<file path="src/rtl/epi_consts.svh">
// Purpose: Constants for the external pin interrupt block
// Assumes: APB, 32-bit data, word-aligned registers
// Notes:   Offsets are byte addresses
// What this block does
// - Mode 1: falling edge sets latch, low pin keeps request active.
// - Mode 1: clear needs acknowledge and pin high, either order.
// - Mode 1: request stays asserted while pin low, even after acknowledge.
// - Vector fetch produces an acknowledge pulse clearing the latch.
// - Software writing one to acknowledge bit clears like a vector fetch.
// - Falling edge after acknowledge write latches a new request.
// - Mask clear presents request to CPU; mask set withholds it.
// - Any reset clears latch and mode bit, even with pin low.
// - Mode 0: only falling edges count, steady low ignored.
// - Mode 0: acknowledge clears latch at once, pin level irrelevant.
// - Pending flag shows latch state regardless of mask.
// - Pin level observable for branch-if-pin-high/low.
`ifndef EPI_CONSTS_SVH
`define EPI_CONSTS_SVH
`define EPI_OFS_CTRL      12'h000
`define EPI_OFS_STAT      12'h004
`define EPI_OFS_EVMSK     12'h008
`define EPI_OFS_PIN       12'h00C
`define EPI_CTRL_MODE     0
`define EPI_CTRL_MASK     1
`define EPI_CTRL_ACK      2
`define EPI_CTRL_PEND     3
`define EPI_EV_REQ        0
`define EPI_EV_ACK        1
`define EPI_NUM_EV        2
`define EPI_CTRL_RST      4'h0
`define EPI_DATA_ZERO     32'h0000_0000
`endif

</file>
<file path="src/rtl/epi_pkg.sv">
// Purpose: Types for the external pin interrupt block
// Assumes: Nothing beyond the constants header
// Notes:   Edge detector state kept as an enum
package epi_pkg;
   typedef enum logic [1:0] {EPI_WAIT_HIGH, EPI_ARMED, EPI_HELD_LOW} epi_edge_t;
   typedef logic [31:0] epi_word_t;
endpackage

</file>
<file path="src/rtl/epi_edge_if.sv">
// Purpose: Carrier between pin front end and latch logic
// Assumes: Single clock pclk
// Notes:   fall is a one-cycle pulse
interface epi_edge_if;
   logic fall;
   logic level;
   modport src (output fall, output level);
   modport dst (input fall, input level);
endinterface

</file>
<file path="src/rtl/epi_pin_sync.sv">
// Purpose: Synchronise the pin and detect falling edges
// Assumes: Pin is asynchronous to pclk
// Notes:   First flop feeds only the second flop
module epi_pin_sync (
   input  wire logic pclk,
   input  wire logic presetn,
   input  wire logic pin_in,
   epi_edge_if.src   edge_o
);
   import epi_pkg::*;
   logic       s1_reg, s2_reg, s1_next, s2_next;
   logic [1:0] warm_reg, warm_next;
   epi_edge_t  st_reg, st_next;
   logic       fall_reg, fall_next;

   // Next state: one pulse per high-to-low transition
   always_comb begin
      s1_next   = pin_in;
      s2_next   = s1_reg;
      warm_next = {warm_reg[0], 1'b1};
      st_next   = st_reg;
      fall_next = 1'b0;
      case (st_reg)
         EPI_WAIT_HIGH: if (s2_reg && warm_reg[1]) st_next = EPI_ARMED;
         EPI_ARMED: if (!s2_reg) begin
            fall_next = 1'b1;
            st_next   = EPI_HELD_LOW;
         end
         EPI_HELD_LOW: if (s2_reg) st_next = EPI_ARMED;
         default: st_next = EPI_WAIT_HIGH;
      endcase
   end

   // Sync flops idle high; arming waits until both hold real pin samples,
   // otherwise a pin held low through reset would look like a fresh edge
   always_ff @(posedge pclk or negedge presetn) begin
      if (!presetn) begin
         s1_reg   <= 1'b1;
         s2_reg   <= 1'b1;
         st_reg   <= EPI_WAIT_HIGH;
         fall_reg <= 1'b0;
         warm_reg <= 2'h0;
      end else begin
         s1_reg   <= s1_next;
         s2_reg   <= s2_next;
         st_reg   <= st_next;
         fall_reg <= fall_next;
         warm_reg <= warm_next;
      end
   end

   assign edge_o.fall  = fall_reg;
   assign edge_o.level = s2_reg;
endmodule

</file>
<file path="src/rtl/epi_top.sv">
// Purpose: External pin interrupt with APB registers
// Assumes: pclk 20 MHz, presetn async low, APB3 slave
// Notes:   Zero wait states; unmapped reads zero, writes ignored
//
// Design decisions made here: the APB interface to the registers and the register addresses.
`include "epi_consts.svh"
module epi_top (
   input  wire logic            pclk,
   input  wire logic            presetn,
   input  wire logic            psel,
   input  wire logic            penable,
   input  wire logic            pwrite,
   input  wire logic [11:0]     paddr,
   input  wire epi_pkg::epi_word_t pwdata,
   output logic                 pready,
   output logic                 pslverr,
   output epi_pkg::epi_word_t   prdata,
   input  wire logic            irq_pin,
   input  wire logic            vector_fetch,
   output logic                 cpu_irq_req,
   output logic                 pin_level,
   output logic                 irq_out
);
   import epi_pkg::*;

   epi_edge_if pe ();
   epi_pin_sync u_sync (
      .pclk    (pclk),
      .presetn (presetn),
      .pin_in  (irq_pin),
      .edge_o  (pe)
   );

   logic                      mode_reg, mode_next;
   logic                      pin_interrupt_mask_reg, pin_interrupt_mask_next;
   logic                      latch_reg, latch_next;
   logic                      ackd_reg, ackd_next;
   logic [`EPI_NUM_EV-1:0]    ev_stat_reg, ev_stat_next;
   logic [`EPI_NUM_EV-1:0]    ev_mask_reg, ev_mask_next;
   logic [`EPI_NUM_EV-1:0]    ev_set;
   epi_word_t                 prdata_reg, prdata_next;
   logic                      req_reg, req_next;
   logic                      lvl_reg, lvl_next;
   logic                      irq_reg, irq_next;
   logic                      wr, rd, ack_wr, ack;

   // APB strobes; access phase completes in one cycle
   assign wr     = psel & penable & pwrite;
   assign rd     = psel & penable & ~pwrite;
   assign ack_wr = wr && paddr == `EPI_OFS_CTRL && pwdata[`EPI_CTRL_ACK];
   assign ack    = ack_wr | vector_fetch;

   // Events for the status register
   assign ev_set[`EPI_EV_REQ] = pe.fall;
   assign ev_set[`EPI_EV_ACK] = ack;

   // Control and request latch next state
   always_comb begin
      mode_next               = mode_reg;
      pin_interrupt_mask_next = pin_interrupt_mask_reg;
      latch_next              = latch_reg;
      ackd_next               = ackd_reg;
      if (wr && paddr == `EPI_OFS_CTRL) begin
         mode_next               = pwdata[`EPI_CTRL_MODE];
         pin_interrupt_mask_next = pwdata[`EPI_CTRL_MASK];
      end
      if (!mode_reg) begin
         ackd_next = 1'b0;
         if (ack) latch_next = 1'b0;
      end else begin
         // Acknowledge remembered until pin returns high
         if (ack && latch_reg) ackd_next = 1'b1;
         if (ackd_next && pe.level) begin
            latch_next = 1'b0;
            ackd_next  = 1'b0;
         end
         if (!pe.level && latch_reg) latch_next = 1'b1;
      end
      // New edge wins over any clear in the same cycle
      if (pe.fall) begin
         latch_next = 1'b1;
         ackd_next  = 1'b0;
      end
   end

   // Interrupt status: set wins over write-one-to-clear
   genvar g;
   generate
      for (g = 0; g < `EPI_NUM_EV; g++) begin : g_ev
         always_comb begin
            ev_stat_next[g] = ev_stat_reg[g];
            if (wr && paddr == `EPI_OFS_STAT && pwdata[g]) ev_stat_next[g] = 1'b0;
            if (ev_set[g]) ev_stat_next[g] = 1'b1;
         end
      end
   endgenerate

   // Event mask register, one enables the event
   always_comb begin
      ev_mask_next = ev_mask_reg;
      if (wr && paddr == `EPI_OFS_EVMSK) ev_mask_next = pwdata[`EPI_NUM_EV-1:0];
   end

   // Read mux and registered outputs
   always_comb begin
      prdata_next = prdata_reg;
      if (psel && !penable && !pwrite) begin
         prdata_next = `EPI_DATA_ZERO;
         case (paddr)
            `EPI_OFS_CTRL: begin
               prdata_next[`EPI_CTRL_MODE] = mode_reg;
               prdata_next[`EPI_CTRL_MASK] = pin_interrupt_mask_reg;
               prdata_next[`EPI_CTRL_PEND] = latch_reg;
            end
            `EPI_OFS_STAT:  prdata_next[`EPI_NUM_EV-1:0] = ev_stat_reg;
            `EPI_OFS_EVMSK: prdata_next[`EPI_NUM_EV-1:0] = ev_mask_reg;
            `EPI_OFS_PIN:   prdata_next[0] = pe.level;
            default:        prdata_next = `EPI_DATA_ZERO;
         endcase
      end
      req_next = latch_next & ~pin_interrupt_mask_next;
      lvl_next = pe.level;
      irq_next = |(ev_stat_next & ev_mask_next);
   end

   // All state registers; reset clears latch and mode
   always_ff @(posedge pclk or negedge presetn) begin
      if (!presetn) begin
         mode_reg               <= 1'b0;
         pin_interrupt_mask_reg <= 1'b0;
         latch_reg              <= 1'b0;
         ackd_reg               <= 1'b0;
         ev_stat_reg            <= '0;
         ev_mask_reg            <= '0;
         prdata_reg             <= `EPI_DATA_ZERO;
         req_reg                <= 1'b0;
         lvl_reg                <= 1'b1;
         irq_reg                <= 1'b0;
      end else begin
         mode_reg               <= mode_next;
         pin_interrupt_mask_reg <= pin_interrupt_mask_next;
         latch_reg              <= latch_next;
         ackd_reg               <= ackd_next;
         ev_stat_reg            <= ev_stat_next;
         ev_mask_reg            <= ev_mask_next;
         prdata_reg             <= prdata_next;
         req_reg                <= req_next;
         lvl_reg                <= lvl_next;
         irq_reg                <= irq_next;
      end
   end

   assign pready      = 1'b1;   // Zero wait states
   assign pslverr     = 1'b0;
   assign prdata      = prdata_reg;
   assign cpu_irq_req = req_reg;
   assign pin_level   = lvl_reg;
   assign irq_out     = irq_reg;
endmodule

</file>
<file path="config.mk">
export PLATFORM = sky130hd
export DESIGN_NAME = epi_top
export DESIGN_NICKNAME = d
export VERILOG_FILES = /design/src/rtl/epi_pkg.sv /design/src/rtl/epi_edge_if.sv /design/src/rtl/epi_pin_sync.sv /design/src/rtl/epi_top.sv
export VERILOG_INCLUDE_DIRS = /design/src /design/src/rtl
export SDC_FILE = /design/constraint.sdc
export NUM_CORES = 1
export LEC_CHECK = 0
export ABC_CLOCK_PERIOD_IN_PS = 1300
export BUFFER_PORTS_ARGS = -buffer_cell sky130_fd_sc_hd__buf_2
export CAP_MARGIN = 20
export CORE_ASPECT_RATIO = 1.2
export CORE_MARGIN = 10
export CORE_UTILIZATION = 36
export CTS_CLUSTER_DIAMETER = 30
export DETAILED_ROUTE_END_ITERATION = 6
export HOLD_SLACK_MARGIN = 0.15
export PLACE_DENSITY = 0.82
export SYNTH_ARGS = -nofsm -noshare
export SYNTH_HDL_FRONTEND = slang
export SYNTH_SLANG_ARGS = --single-unit
</file>
<file path="constraint.sdc">
create_clock -name pclk -period 1.3 [get_ports pclk]
set_input_delay 0.13 -clock pclk [delete_from_list [all_inputs] [get_ports pclk]]
set_output_delay 0.13 -clock pclk [all_outputs]
set_load 0.03 [all_outputs]
</file>
Yosys cells after proc, flatten, opt, wreduce, memory -nomap -nowiden
Cells that the tools add are included.

Flip-flop bits (word level): 21. Input port bits: 51. Output and inout port bits: 37. Logic and storage cells: 73.

Muxes and demuxes: 25. Reduce and logical (&&, ||, !) cells: 19. Bitwise operators: 6. Eq/ne operators: 8.

Operators with widths (count): $eq 12x4->1 const B (2); $mux 1 (18); $eq 12x3->1 const B (1); $logic_and 1x1->1 (12); $logic_not 12->1 (1); $mux 2 (4); $pmux 2 s3 (1); $ne 2x1->1 const B (2); $pmux 1 s4 (1); $and 1x1->1 (3); $logic_not 1->1 (3); $pmux 1 s3 (1); $reduce_and 3->1 (1); $and 2x2->2 (1); $eq 2x1->1 const B (1); $eq 2x2->1 const B (1); $logic_not 2->1 (1); $ne 2x2->1 const B (1); $reduce_or 2->1 (1); $not 1->1 (1); $or 1x1->1 (1).

Depth between registers and ports, before layout
Gate-level depths: netlist (run 1).

Word-level depth: 14. Depth in mapped cells: 4. Mapped depth without buffers: 4.

By module
From an unflattened synthesis (run 1), not the netlist that was laid out.

Cells, all modules: 102. Area, all modules: 1181.1 µm².

Modules (own cells, without submodules): epi_top (sequential area each 351.6 µm², instances 1, cells an instance 88, area each 963.4 µm²); epi_pin_sync (sequential area each 177.7 µm², instances 1, cells an instance 14, area each 217.7 µm²).

Least setup slack after synthesis (run 1)
OpenSTA, ideal clock, no wires.

Path type: input -> register. Start point: input paddr[5]. End point: register irq_reg, in the netlist irq_out. Setup time: 0.121 ns. Slack: 0.040 ns. Path buffers: 0. Cell stages on the path: 4. Arrival: 1.139 ns. Required time: 1.179 ns. Cell sequence: nor4_4 > nand4_1 > mux2_2 > a22o_1.

Elaborated cells on any way between the ends: 17. Classes of those cells: eq/ne (2); mux (5); bitwise (2); reduce/logical (8).

RTL lines: start, declared (line epi_top.sv:13) `input wire logic [11:0] paddr,`; $eq 12x4->1; $logic_and 1x1->1 (no source line); $mux 2 (line epi_top.sv:101) `` if (wr && paddr == `EPI_OFS_EVMSK) ev_mask_next = pwdata[`EPI_NUM_EV-1:0]; ``; net ev_mask_next[0] (line epi_top.sv:39) `` logic [`EPI_NUM_EV-1:0] ev_mask_reg, ev_mask_next; ``; $and 2x2->2 (line epi_top.sv:123) `irq_next = |(ev_stat_next & ev_mask_next);`; $reduce_or 2->1 (line epi_top.sv:123); net irq_next (line epi_top.sv:44) `logic irq_reg, irq_next;`; end signal, assigned (line epi_top.sv:149) `irq_reg <= irq_next;`; end, declared (line epi_top.sv:44).

The timed path passes the listed nets, and every way through them passes these cells. A chain may end at the register's enable or synchronous reset.

Worst setup path in the final report (run 1)
Start point: register u_sync.s2_reg, in the netlist u_sync.edge_o.level. End point: register prdata_reg[0], in the netlist prdata[0].

Longest elaborated chain between the ends: 1.

RTL lines: start, declared (line epi_pin_sync.sv:11) `logic s1_reg, s2_reg, s1_next, s2_next;`; start signal, assigned (line epi_pin_sync.sv:45) `s2_reg <= s2_next;`; $pmux 1 s4 (line epi_top.sv:109) `case (paddr)`; end signal, assigned (line epi_top.sv:135) `` prdata_reg <= `EPI_DATA_ZERO; ``; end signal, assigned (line epi_top.sv:146) `prdata_reg <= prdata_next;`; end, declared (line epi_top.sv:41) `epi_word_t prdata_reg, prdata_next;`.

No other way between the ends.

==> metrics, run 1 <==
DRT iter0 DRCs 27; diode count 0; ANT nets after route 0; first-pass GRT wire length roughly 4.3 mm; Non-Filler Instances between 150 and 200; Area growth, synth to finish 19.04%; DP Cell Count around 180; Starting Density a little under two fifths; Hold Violations, Final 0; status complete, no violations; Period Utilization, post-route 96.03%; total track usage 9.163%; core footprint ~3100 um^2; CTS Buf Count 3; Worst setup endpoint prdata[0]; first-pass iteration count of the detailed router 4; later-pin clock latency in the skew report roughly 0.30 ns; detailed-route wire length between 2 and 3 mm; max-slew violation count 0; Worst Path Required 1.50 ns; layout net count 200; Wirelength per Cell 15.27 um; skew final 0.001931 ns; post-DP HPWL 2.352 mm; r2r endpoint prdata[0]; pin count of the biggest net entering global routing 22; Compound-Gate Fraction of Synth Area 9.255%; max FFs per register 3; crit path capture type flip-flop; mux contribution to synthesized area between 6 and 7%; final setup fails 0; cell area after layout 1400 um^2; CTS tree done; share of layout cells above drive strength 1 about two fifths; combinational family with the most area after synthesis buffers and inverters; number of synthesized register bits 21; CP max FO 3; vias in the first global route a little over 900; Seq/Total Area, Yosys roughly 45%; Crit. Startpoint u_sync.edge_o.level; number of fillers in the final layout 306; Post-Synth XOR/XNOR Area less than 1%; Yosys Warn Count 0; number of synthesized flops with an enable pin 0; DRC 0; worst r2r src u_sync.edge_o.level; Highest Clock Rate 801.1 MHz; reg2reg setup slack 0.05 ns; Synth Area in Simple Gates 17.55%; fin crit period 1.248 ns; peak supply drop 0.0005082 V; Reg2Reg Depth 2; Pleak between 0.6 and 0.7 nW; mapped cell area 1176 um^2; DP Area 1326 um^2; Chip Height 82.61 um; Vias 856; Vias/cell 4.652; CTS Buffer Depth 2; die area 5962 um^2; Max Cap Violations 0; initial antenna violation count 0; Synth async-reset ratio 100.0%; Synth cell types 31; Worst EP arrival 1.45 ns; RSZ-0062 raised after global routing false; total gr overflow 0; io pins 88; crit path launch type flip-flop; crit path kind flip-flop to flip-flop; H-tree Lvls 1; Post-Syn Area per Cell between 10 and 15 um^2; I/O Buffers 27; Adder-Cell Fraction of Synth Area 0%; Tightest Hold Check Type primary input to flip-flop; Die W approximately 72 um; Root Driver clkbuf_4; clk slew on worst S/H paths 0.12 ns; CTS sink cnt 21; Top FF cell, synth dfrtp_1; gpl congestion 0.8896; Synth Instances 101; power per standard cell area roughly 940 nW/um^2; # rows 22
kinds of logic after synthesis:
group / after synthesis
mux: 5
compound gates: 13
buf+inv: 34
flops: 21
other cells: 2
simple gates: 25
xor+xnor: 1
cell usage after synthesis (2+ instances only):
master / count / area share [%]
buf_4: 31 / 20
dfrtp_1: 18 / 38
mux2_2: 4 / 3.8
nand2_1: 4 / 1.3
nor2_1: 4 / 1.3
and4_1: 3 / 2.2
dfstp_2: 3 / 6.7
inv_1: 3 / 0.96
nand4_1: 3 / 1.6
nor4_4: 3 / 5.4
a22o_1: 2 / 1.5
a32o_1: 2 / 1.7
conb_1: 2 / 0.64
nor4b_2: 2 / 2.6
metal layers:
metal	global-route usage (%)	share of wire, %	vias to the layer above
met3	5.370	13	8
met5	0	0	-
li1	-	-	395
met4	3.682	1.6	0
met2	16.73	52	49
met1	8.070	33	404
worst max-delay path: stages (launching register included):
cell     delay [ns]
dfstp_2        0.41
mux4_2         0.47
a32o_1         0.27
cell usage in the layout (no fill, tap or decap):
cell type / synthesis / routed
o22a_1: 1 / 1
and3_1: 1 / 1
mux4_2: 0 / 1
clkbuf_4: 0 / 3
conb_1: 2 / 32
a2111oi_2: 1 / 1
dlygate4sd3_1: 0 / 5
nor4_4: 3 / 3
xnor2_1: 1 / 1
a22o_1: 2 / 2
buf_2: 0 / 27
a32o_1: 2 / 2
nor3b_1: 1 / 1
nor3_1: 1 / 1
dfstp_2: 3 / 3
buf_4: 31 / 12
o21ai_1: 1 / 1
nor2b_1: 1 / 1
o21ai_0: 1 / 1
nor4b_2: 2 / 2
clkinv_2: 0 / 1
nand2_1: 4 / 4
nor2_1: 4 / 4
o31ai_1: 1 / 1
nand3b_1: 1 / 1
a211oi_1: 1 / 1
nand3_1: 1 / 1
and4_1: 3 / 3
inv_1: 3 / 3
a31oi_1: 1 / 1
a22oi_1: 1 / 1
mux2_2: 4 / 4
nand4_1: 3 / 3
dfrtp_1: 18 / 18
a211o_1: 1 / 1
worst min-delay path by stage:
| stage | to | slack, ns | from | cells after the start |
|---|---|---|---|---|
| after floorplan | ackd_reg | -0.17 | presetn | 0 |
| after global placement | prdata[3] | 0.09 | presetn | 1 |
| after detailed placement | prdata[1] | 0.10 | presetn | 1 |
| after CTS | ev_stat_reg[0] | 0.23 | paddr[10] | 4 |
| after global routing | ev_stat_reg[0] | 0.25 | paddr[10] | 4 |
| final | ev_stat_reg[0] | 0.23 | paddr[10] | 4 |
timing repair:
action,CTS,global route
setup buffers,0,0
hold buffers,5,0
setup endpoints to repair,0,1
endpoints found under the hold margin,28,0
resized for setup,0,1
power by group:
group	switching [W]	internal [W]	leakage, nW	total [W]
Sequential	0.0000235	0.000686	0.263	0.000710
Combinational	0.000213	0.0000840	0.409	0.000297
Clock	0.000196	0.000115	0.0177	0.000310
Total	0.000433	0.000885	0.690	0.00132
per-stage QoR:
step / worst slack (ns) / TNS (ns) / utilization, % / power (W) / hold slack, ns
CTS: 0.02546 / 0 / 45.13 / 0.001321 / 0.2269
global placement: -0.1409 / -0.4712 / 42.64 / 0.0009935 / 0.08882
floorplan: 0.03967 / 0 / - / 0.0009700 / -0.1656
global route: 0.009919 / 0 / 45.01 / 0.001382 / 0.2456
detailed placement: -0.1977 / -0.7664 / 42.64 / 0.001002 / 0.1040
finish: 0.05166 / 0 / 45.01 / 0.001318 / 0.2303
area by class of cell:
type	count	area, um^2	area share [%]
repair buffers	44	275.3	19.66
clock buffers	3	22.52	1.609
flip-flops and latches	21	529.3	37.80
well taps	36	45.04	3.217
multi-input cells	76	511.7	36.55
clock inverters	1	5.005	0.3575
inverters	3	11.26	0.8043
Note: power is estimated with default switching activity, not from simulation.
==> run 2, diff against run 1 <==
- CTS_CLUSTER_SIZE: default -> 10
- SYNTH_HIERARCHICAL: default -> 1
==> run 2 against run 1 <==
Against the previous run:
- cell area shrank 2.7%
- first-iteration DRC count shrank 3.7%
- non-clock buffer count shrank 6
- worst hold slack gained 0.0025 ns
- clock power grew 3%
- utilization shrank 1.2 points
- clock skew shrank 0.00095 ns
- combinational power shrank 2%
- via count shrank 2.3%
- die area grew 0.32%
- synthesized area grew 0.43%
- critical path type unchanged
- largest power group unchanged
- highest routed layer unchanged
==> metrics, run 2 <==
status complete, no violations; number of synthesized register bits 21 (unchanged); diode count 0 (unchanged); Pleak 0.6581 nW (-4.6%); final setup fails 0 (unchanged); Metal-1 WL 823 um (-12%); Highest Clock Rate 813.7 MHz (+1.6%); pin count of the biggest net entering global routing 22 (unchanged); DP Area 1282 um^2 (-3.3%); Synth cell types 32 (+3.2%); commonest non-fill, non-tap cell in the layout conb_1; total gr overflow 0 (unchanged); Synth Instances 102 (+0.99%); crit path capture type flip-flop; CTS sink cnt 21 (unchanged); Seq/Total Area, Yosys 44.81% (-0.19 points); Tightest Hold Check Type primary input to flip-flop; ANT nets after route 0 (unchanged); later-pin clock latency in the skew report 0.30 ns (about the same); detailed-route wire length 2.607 mm (-7.2%); crit path launch type flip-flop; Starting Density 37.97% (+0.16 points); met3 wire length 427 um (+14%); Synth top area share 38.14% (-0.16 points); Vias/cell 4.697 (+0.96%); total track usage 8.909% (-0.25 points); reg2reg setup slack 0.07 ns (+0.02 ns); initial antenna violation count 0 (unchanged); share of layout cells above drive strength 1 36.62% (-1.9 points); CTS Buffer Depth 2 (unchanged); I/O Buffers 27 (unchanged); post-DP HPWL 2.219 mm (-5.6%); met2 WL 1.299 mm (-11%); peak supply drop 0.0008347 V (+64%); skew final 0.0009829 ns (-0.0009481 ns); power per standard cell area 967.9 nW/um^2 (+2.8%); Synth area leader dfrtp_1; Hold Violations, Final 0 (unchanged); CTS Buf Count 3 (unchanged); Worst EP arrival 1.43 ns (-0.02 ns); Chip Height 82.75 um (+0.16%); Post-Syn Area per Cell 11.58 um^2 (-0.56%); RSZ-0062 raised after global routing false; Period Utilization, post-route 94.54% (-1.5 points); number of synthesized flops with an enable pin 0 (unchanged); io pins 88 (unchanged); H-tree Lvls 1 (unchanged); max FFs per register 3 (unchanged); # rows 22 (unchanged); Wirelength per Cell 14.65 um (-4.1%); mapped cell area 1181 um^2 (+0.43%); Area growth, synth to finish 15.36%; first-pass iteration count of the detailed router 5 (+1); Synth async-reset ratio 100.0% (unchanged); Tot Pwr 0.001319 W (about the same); most common cell in the netlist buf_4; core footprint 3110 um^2 (unchanged); Root Driver clkbuf_4; Die W 72.29 um (+0.16%); Yosys Warn Count 6 (+6); vias in the first global route 924 (unchanged); dominant cells by area after synthesis dfrtp_1 38%, buf_4 20%, dfstp_2 6.7%; most instantiated cells after synthesis 31 x buf_4, 18 x dfrtp_1, 4 x inv_1, 4 x mux2_2; Worst Path Required 1.50 ns (about the same); Vias 836 (-2.3%); Max Cap Violations 0 (unchanged); gpl congestion 0.8357 (-6.1%); commonest non-fill, non-tap cells in the layout 32 x conb_1, 27 x buf_2, 18 x dfrtp_1; clk slew on worst S/H paths 0.12 ns (about the same); Top FF cell, synth dfrtp_1; cts repair resizes 0 (unchanged); max-slew violation count 0 (unchanged); first-pass GRT wire length 4.333 mm (-0.16%); WHS 0.2328 ns (+0.002526 ns); CP max FO 4 (+1); cell area after layout 1363 um^2 (-2.7%); die area 5982 um^2 (+0.32%); fin crit period 1.229 ns (-0.01937 ns); DRC 0 (unchanged); CTS tree done; top sig layer met4; crit path kind flip-flop to flip-flop; DRT iter0 DRCs 26 (-3.7%); layout net count 194 (-3.0%)
-- run 2: cell types whose count changed after synthesis, sizes merged --
cell,delta
conb,+1
inv,+1
nand2,-1
nor2,-1
or3b,+1
-- run 2: timing repair --
action / CTS / global route
hold buffers: 5 / 0
buffers inserted: 0 / 0
endpoints found under the setup margin: 0 / 1
hold endpoints to repair: 28 / 0
-- run 2: final timing paths --
check | endpoint | startpoint | cells past startpoint
setup / recovery | prdata[0] | mode_reg | 2
hold / removal | ev_stat_reg[1] | paddr[10] | 4
setup reg to reg | prdata[0] | mode_reg | 2
hold reg to reg | u_sync/warm_reg[1] | u_sync/warm_reg[0] | 0
max in group asynchronous | pin_level | presetn | 2
min in group asynchronous | u_sync/st_reg[1] | presetn | 2
-- run 2: logic make-up (layout without fill, tap and decap cells) --
group                     Yosys count  in the layout  synth area share [%]
xor gates and xnor gates            1              1                0.7417
other                               3             32                0.9533
AOI/OAI and AO/OA                  13             13                 9.217
and+or+nand+nor                    24             24                 17.59
buffers and inverters              35             46                 20.97
muxes                               5              5                 5.720
DFF                                21             21                 44.81
-- run 2: where the power goes --
| part | internal (W) | switching [W] |
|---|---|---|
| combinational | 0.0000792 | 0.000211 |
| sequential | 0.000686 | 0.0000240 |
| clock | 0.000117 | 0.000201 |
| total | 0.000883 | 0.000436 |
-- run 2: final cells by class --
cell class | instances | area, um^2
Clock buffer | 3 | 22.52
Clock inverter | 1 | 7.507
Fill cell | 305 | 1748
Inverter | 4 | 15.01
Multi-Input combinational cell | 75 | 513.0
Sequential cell | 21 | 529.3
Tap cell | 36 | 45.04
Timing Repair Buffer | 38 | 230.2
-- run 2: routing by layer --
metal  global-route usage, %  up-vias
met5                       0        -
met4                   1.938        0
met3                   6.325        6
met2                   16.29       54
met1                   7.773      395
li1                        -      381
-- run 2: critical path: stages (launching register included) --
cell     delay, ns
dfrtp_1       0.43
mux4_2        0.47
a32o_1        0.23
-- run 2: stage by stage --
stage | setup slack (ns) | util [%] | std cells | setup TNS [ns]
floorplan | 0.03966 | - | 131 | 0
global placement | -0.1548 | 41.23 | 169 | -0.3875
detailed placement | -0.1711 | 41.23 | 169 | -0.5864
CTS | 0.02800 | 43.81 | 178 | 0
global route | 0.03633 | 43.81 | 178 | 0
finish | 0.07103 | 43.81 | 178 | 0
==> run 3, diff against run 2 <==
- BUFFER_PORTS_ARGS: -buffer_cell sky130_fd_sc_hd__buf_2 -> default
- CORE_UTILIZATION: 36 -> 55
- DONT_BUFFER_PORTS: default -> 1
- PLACE_DENSITY: 0.82 -> 0.79
==> run 3 against run 2 <==
Against the previous run:
- clock power up 4%
- cell area decreased by 5.9%
- global-route usage up 1.6 points
- worst hold slack got worse by 0.13 ns
- highest routed layer unchanged
==> metrics, run 3 (synthesized netlist as in run 2, its figures left out) <==
Crit. Startpoint pwrite; max-slew violation count 0 (unchanged); CTS sink cnt 21 (unchanged); Max Cap Violations 0 (unchanged); multi-input combinational cell area 520.5 um^2 (+1.5%); Root Driver clkbuf_4; register share of total power 56.6% (+2.7 points); Pleak 0.5723 nW (-13%); skew final 0.007417 ns (+0.006434 ns); Tightest Hold Check Type primary input to flip-flop; H-tree Lvls 1 (unchanged); crit path capture type flip-flop; DRT iter0 DRCs 42 (+62%); status complete, no violations; Tot Pwr 0.001283 W (-2.7%); Clock Power Share 25.9% (+1.8 points); Worst Max-Slew Pin Slew approximately 0.89 ns; first-pass iteration count of the detailed router 4 (-1); die area 4409 um^2 (-26%); worst r2r src ev_mask_reg[0]; crit path launch type primary input; CTS Buf Count 3 (unchanged); clk slew on worst S/H paths 0.12 ns (about the same); Worst Path Required 1.56 ns (+0.06 ns); power per standard cell area 1000 nW/um^2 (+3.3%); Area growth, synth to finish 8.580%; core footprint 2049 um^2 (-34%); crit-path cells dlygate4sd3_1 > or3b_2 > nor2_4 > a32o_1; diode count 0 (unchanged); Non-Filler Instances 151 (-15%); peak supply drop 0.001066 V (+28%); Switching Fraction 32.83% (-0.24 points); Hold Violations, Final 0 (unchanged); Vias 751 (-10%); NetSw 0.0004211 W (-3.4%); share of layout cells above drive strength 1 23.14% (-13 points); Slew HR 40.44%; DRC 0 (unchanged); cell area after layout 1282 um^2 (-5.9%); # rows 18 (-18%); CP max FO 4 (unchanged); fin crit period 1.300 ns (+0.07102 ns); HP Start paddr[5]; vias in the first global route 772 (-16%); Crit-path slowest cell or3b_2; Largest stage delay, worst path 0.56 ns (+0.09 ns); total gr overflow 0 (unchanged); DP Cell Count 135 (-20%); max FFs per register 3 (unchanged); detailed-route wire length 2.562 mm (-1.7%); Util after Layout 62.58% (+19 points); total track usage 10.54% (+1.6 points); internal power 0.0008616 W (-2.4%); hold buffer count at cts 9 (+4); commonest non-fill, non-tap cells in the layout 32 x conb_1, 18 x dfrtp_1, 9 x dlygate4sd3_1; DP Area 1132 um^2 (-12%); Top Family by Delay on Critical Path simple AND/OR/NAND/NOR gates; layout net count 173 (-11%); CTS tree done; initial antenna violation count 0 (unchanged); commonest non-fill, non-tap cell in the layout conb_1; Period Utilization, post-route 100.0% (+5.5 points); Chip Height 70.77 um (-14%); CP Buf/Inv Count 1 (+1); first-pass GRT wire length 3.829 mm (-12%); Highest Clock Rate 769.2 MHz (-5.5%); Wirelength per Cell 16.97 um (+16%); Die W 62.31 um (-14%); final setup fails 0 (unchanged); number of fillers in the final layout 159 (-48%); later-pin clock latency in the skew report 0.32 ns (+0.02 ns); ANT nets after route 0 (unchanged); setup TNS 0 ns (unchanged); crit path kind primary input to flip-flop; io pins 88 (unchanged); pin count of the biggest net entering global routing 22 (unchanged); Worst EP arrival 1.56 ns (+0.13 ns); I/O Buffers 0 (-100%); Vias/cell 4.974 (+5.9%); Starting Density 57.63% (+20 points); RSZ-0062 raised after global routing false; post-DP HPWL 1.909 mm (-14%); gpl congestion 0.8296 (-0.73%); register area 529.3 um^2 (unchanged); CTS Buffer Depth 2 (unchanged); Comb pwr share 17.5% (-4.5 points)
run 3: layout make-up:
cell class / count / share of cell area [%]
Sequential cell: 21 / 41.27
Inverter: 4 / 1.171
Multi-Input combinational cell: 75 / 40.59
Timing Repair Buffer: 17 / 11.71
Clock inverter: 1 / 0.5854
Tap cell: 30 / 2.927
Clock buffer: 3 / 1.756
run 3: worst reg2reg max path, cell delays in order, from the launching register on:
cell and delay, ns:
dfrtp_1 0.40, mux4_2 0.47, a32o_1 0.28
run 3: path summary, 6_finish.rpt:
check	end	slack (ns)	cells past startpoint
worst max register to register	prdata[0]	0.05	2
min in group asynchronous	u_sync/warm_reg[1]	0.36	1
worst min register to register	u_sync/edge_o.level	0.36	0
worst min-delay path	ev_stat_reg[1]	0.10	3
max in group asynchronous	prdata[1]	0.39	1
worst max-delay path	prdata[0]	0.00001	4
run 3: repair_timing:
action / CTS / global route
gates resized for setup: 0 / 2
setup endpoints to repair: 0 / 3
setup buffers: 0 / 3
endpoints found under the hold margin: 35 / 2
run 3: power groups by stage:
stage                     clock, W  combinational, W  sequential [W]
after floorplan                  0          0.000239        0.000732
final                     0.000332          0.000225        0.000726
after global routing      0.000378          0.000239        0.000729
after global placement           0          0.000178        0.000736
after detailed placement         0          0.000180        0.000738
after CTS                 0.000338          0.000214        0.000725
run 3: routing by layer:
| layer | part of all wire (%) | GRT usage [%] | up-vias |
|---|---|---|---|
| li1 | - | - | 338 |
| met1 | 32 | 9.797 | 358 |
| met2 | 51 | 17.24 | 49 |
| met3 | 14 | 7.087 | 6 |
| met4 | 2.7 | 5.721 | 0 |
| met5 | 0 | 0 | - |
run 3: metrics by stage:
| step | hold slack (ns) | setup slack (ns) |
|---|---|---|
| after global routing | 0.1173 | 0.002387 |
| after global placement | -0.1649 | -0.05382 |
| after detailed placement | -0.1650 | -0.06320 |
| after floorplan | -0.1656 | 0.03966 |
| after CTS | 0.08656 | 0.02098 |
| final | 0.1024 | 0.000009659 |
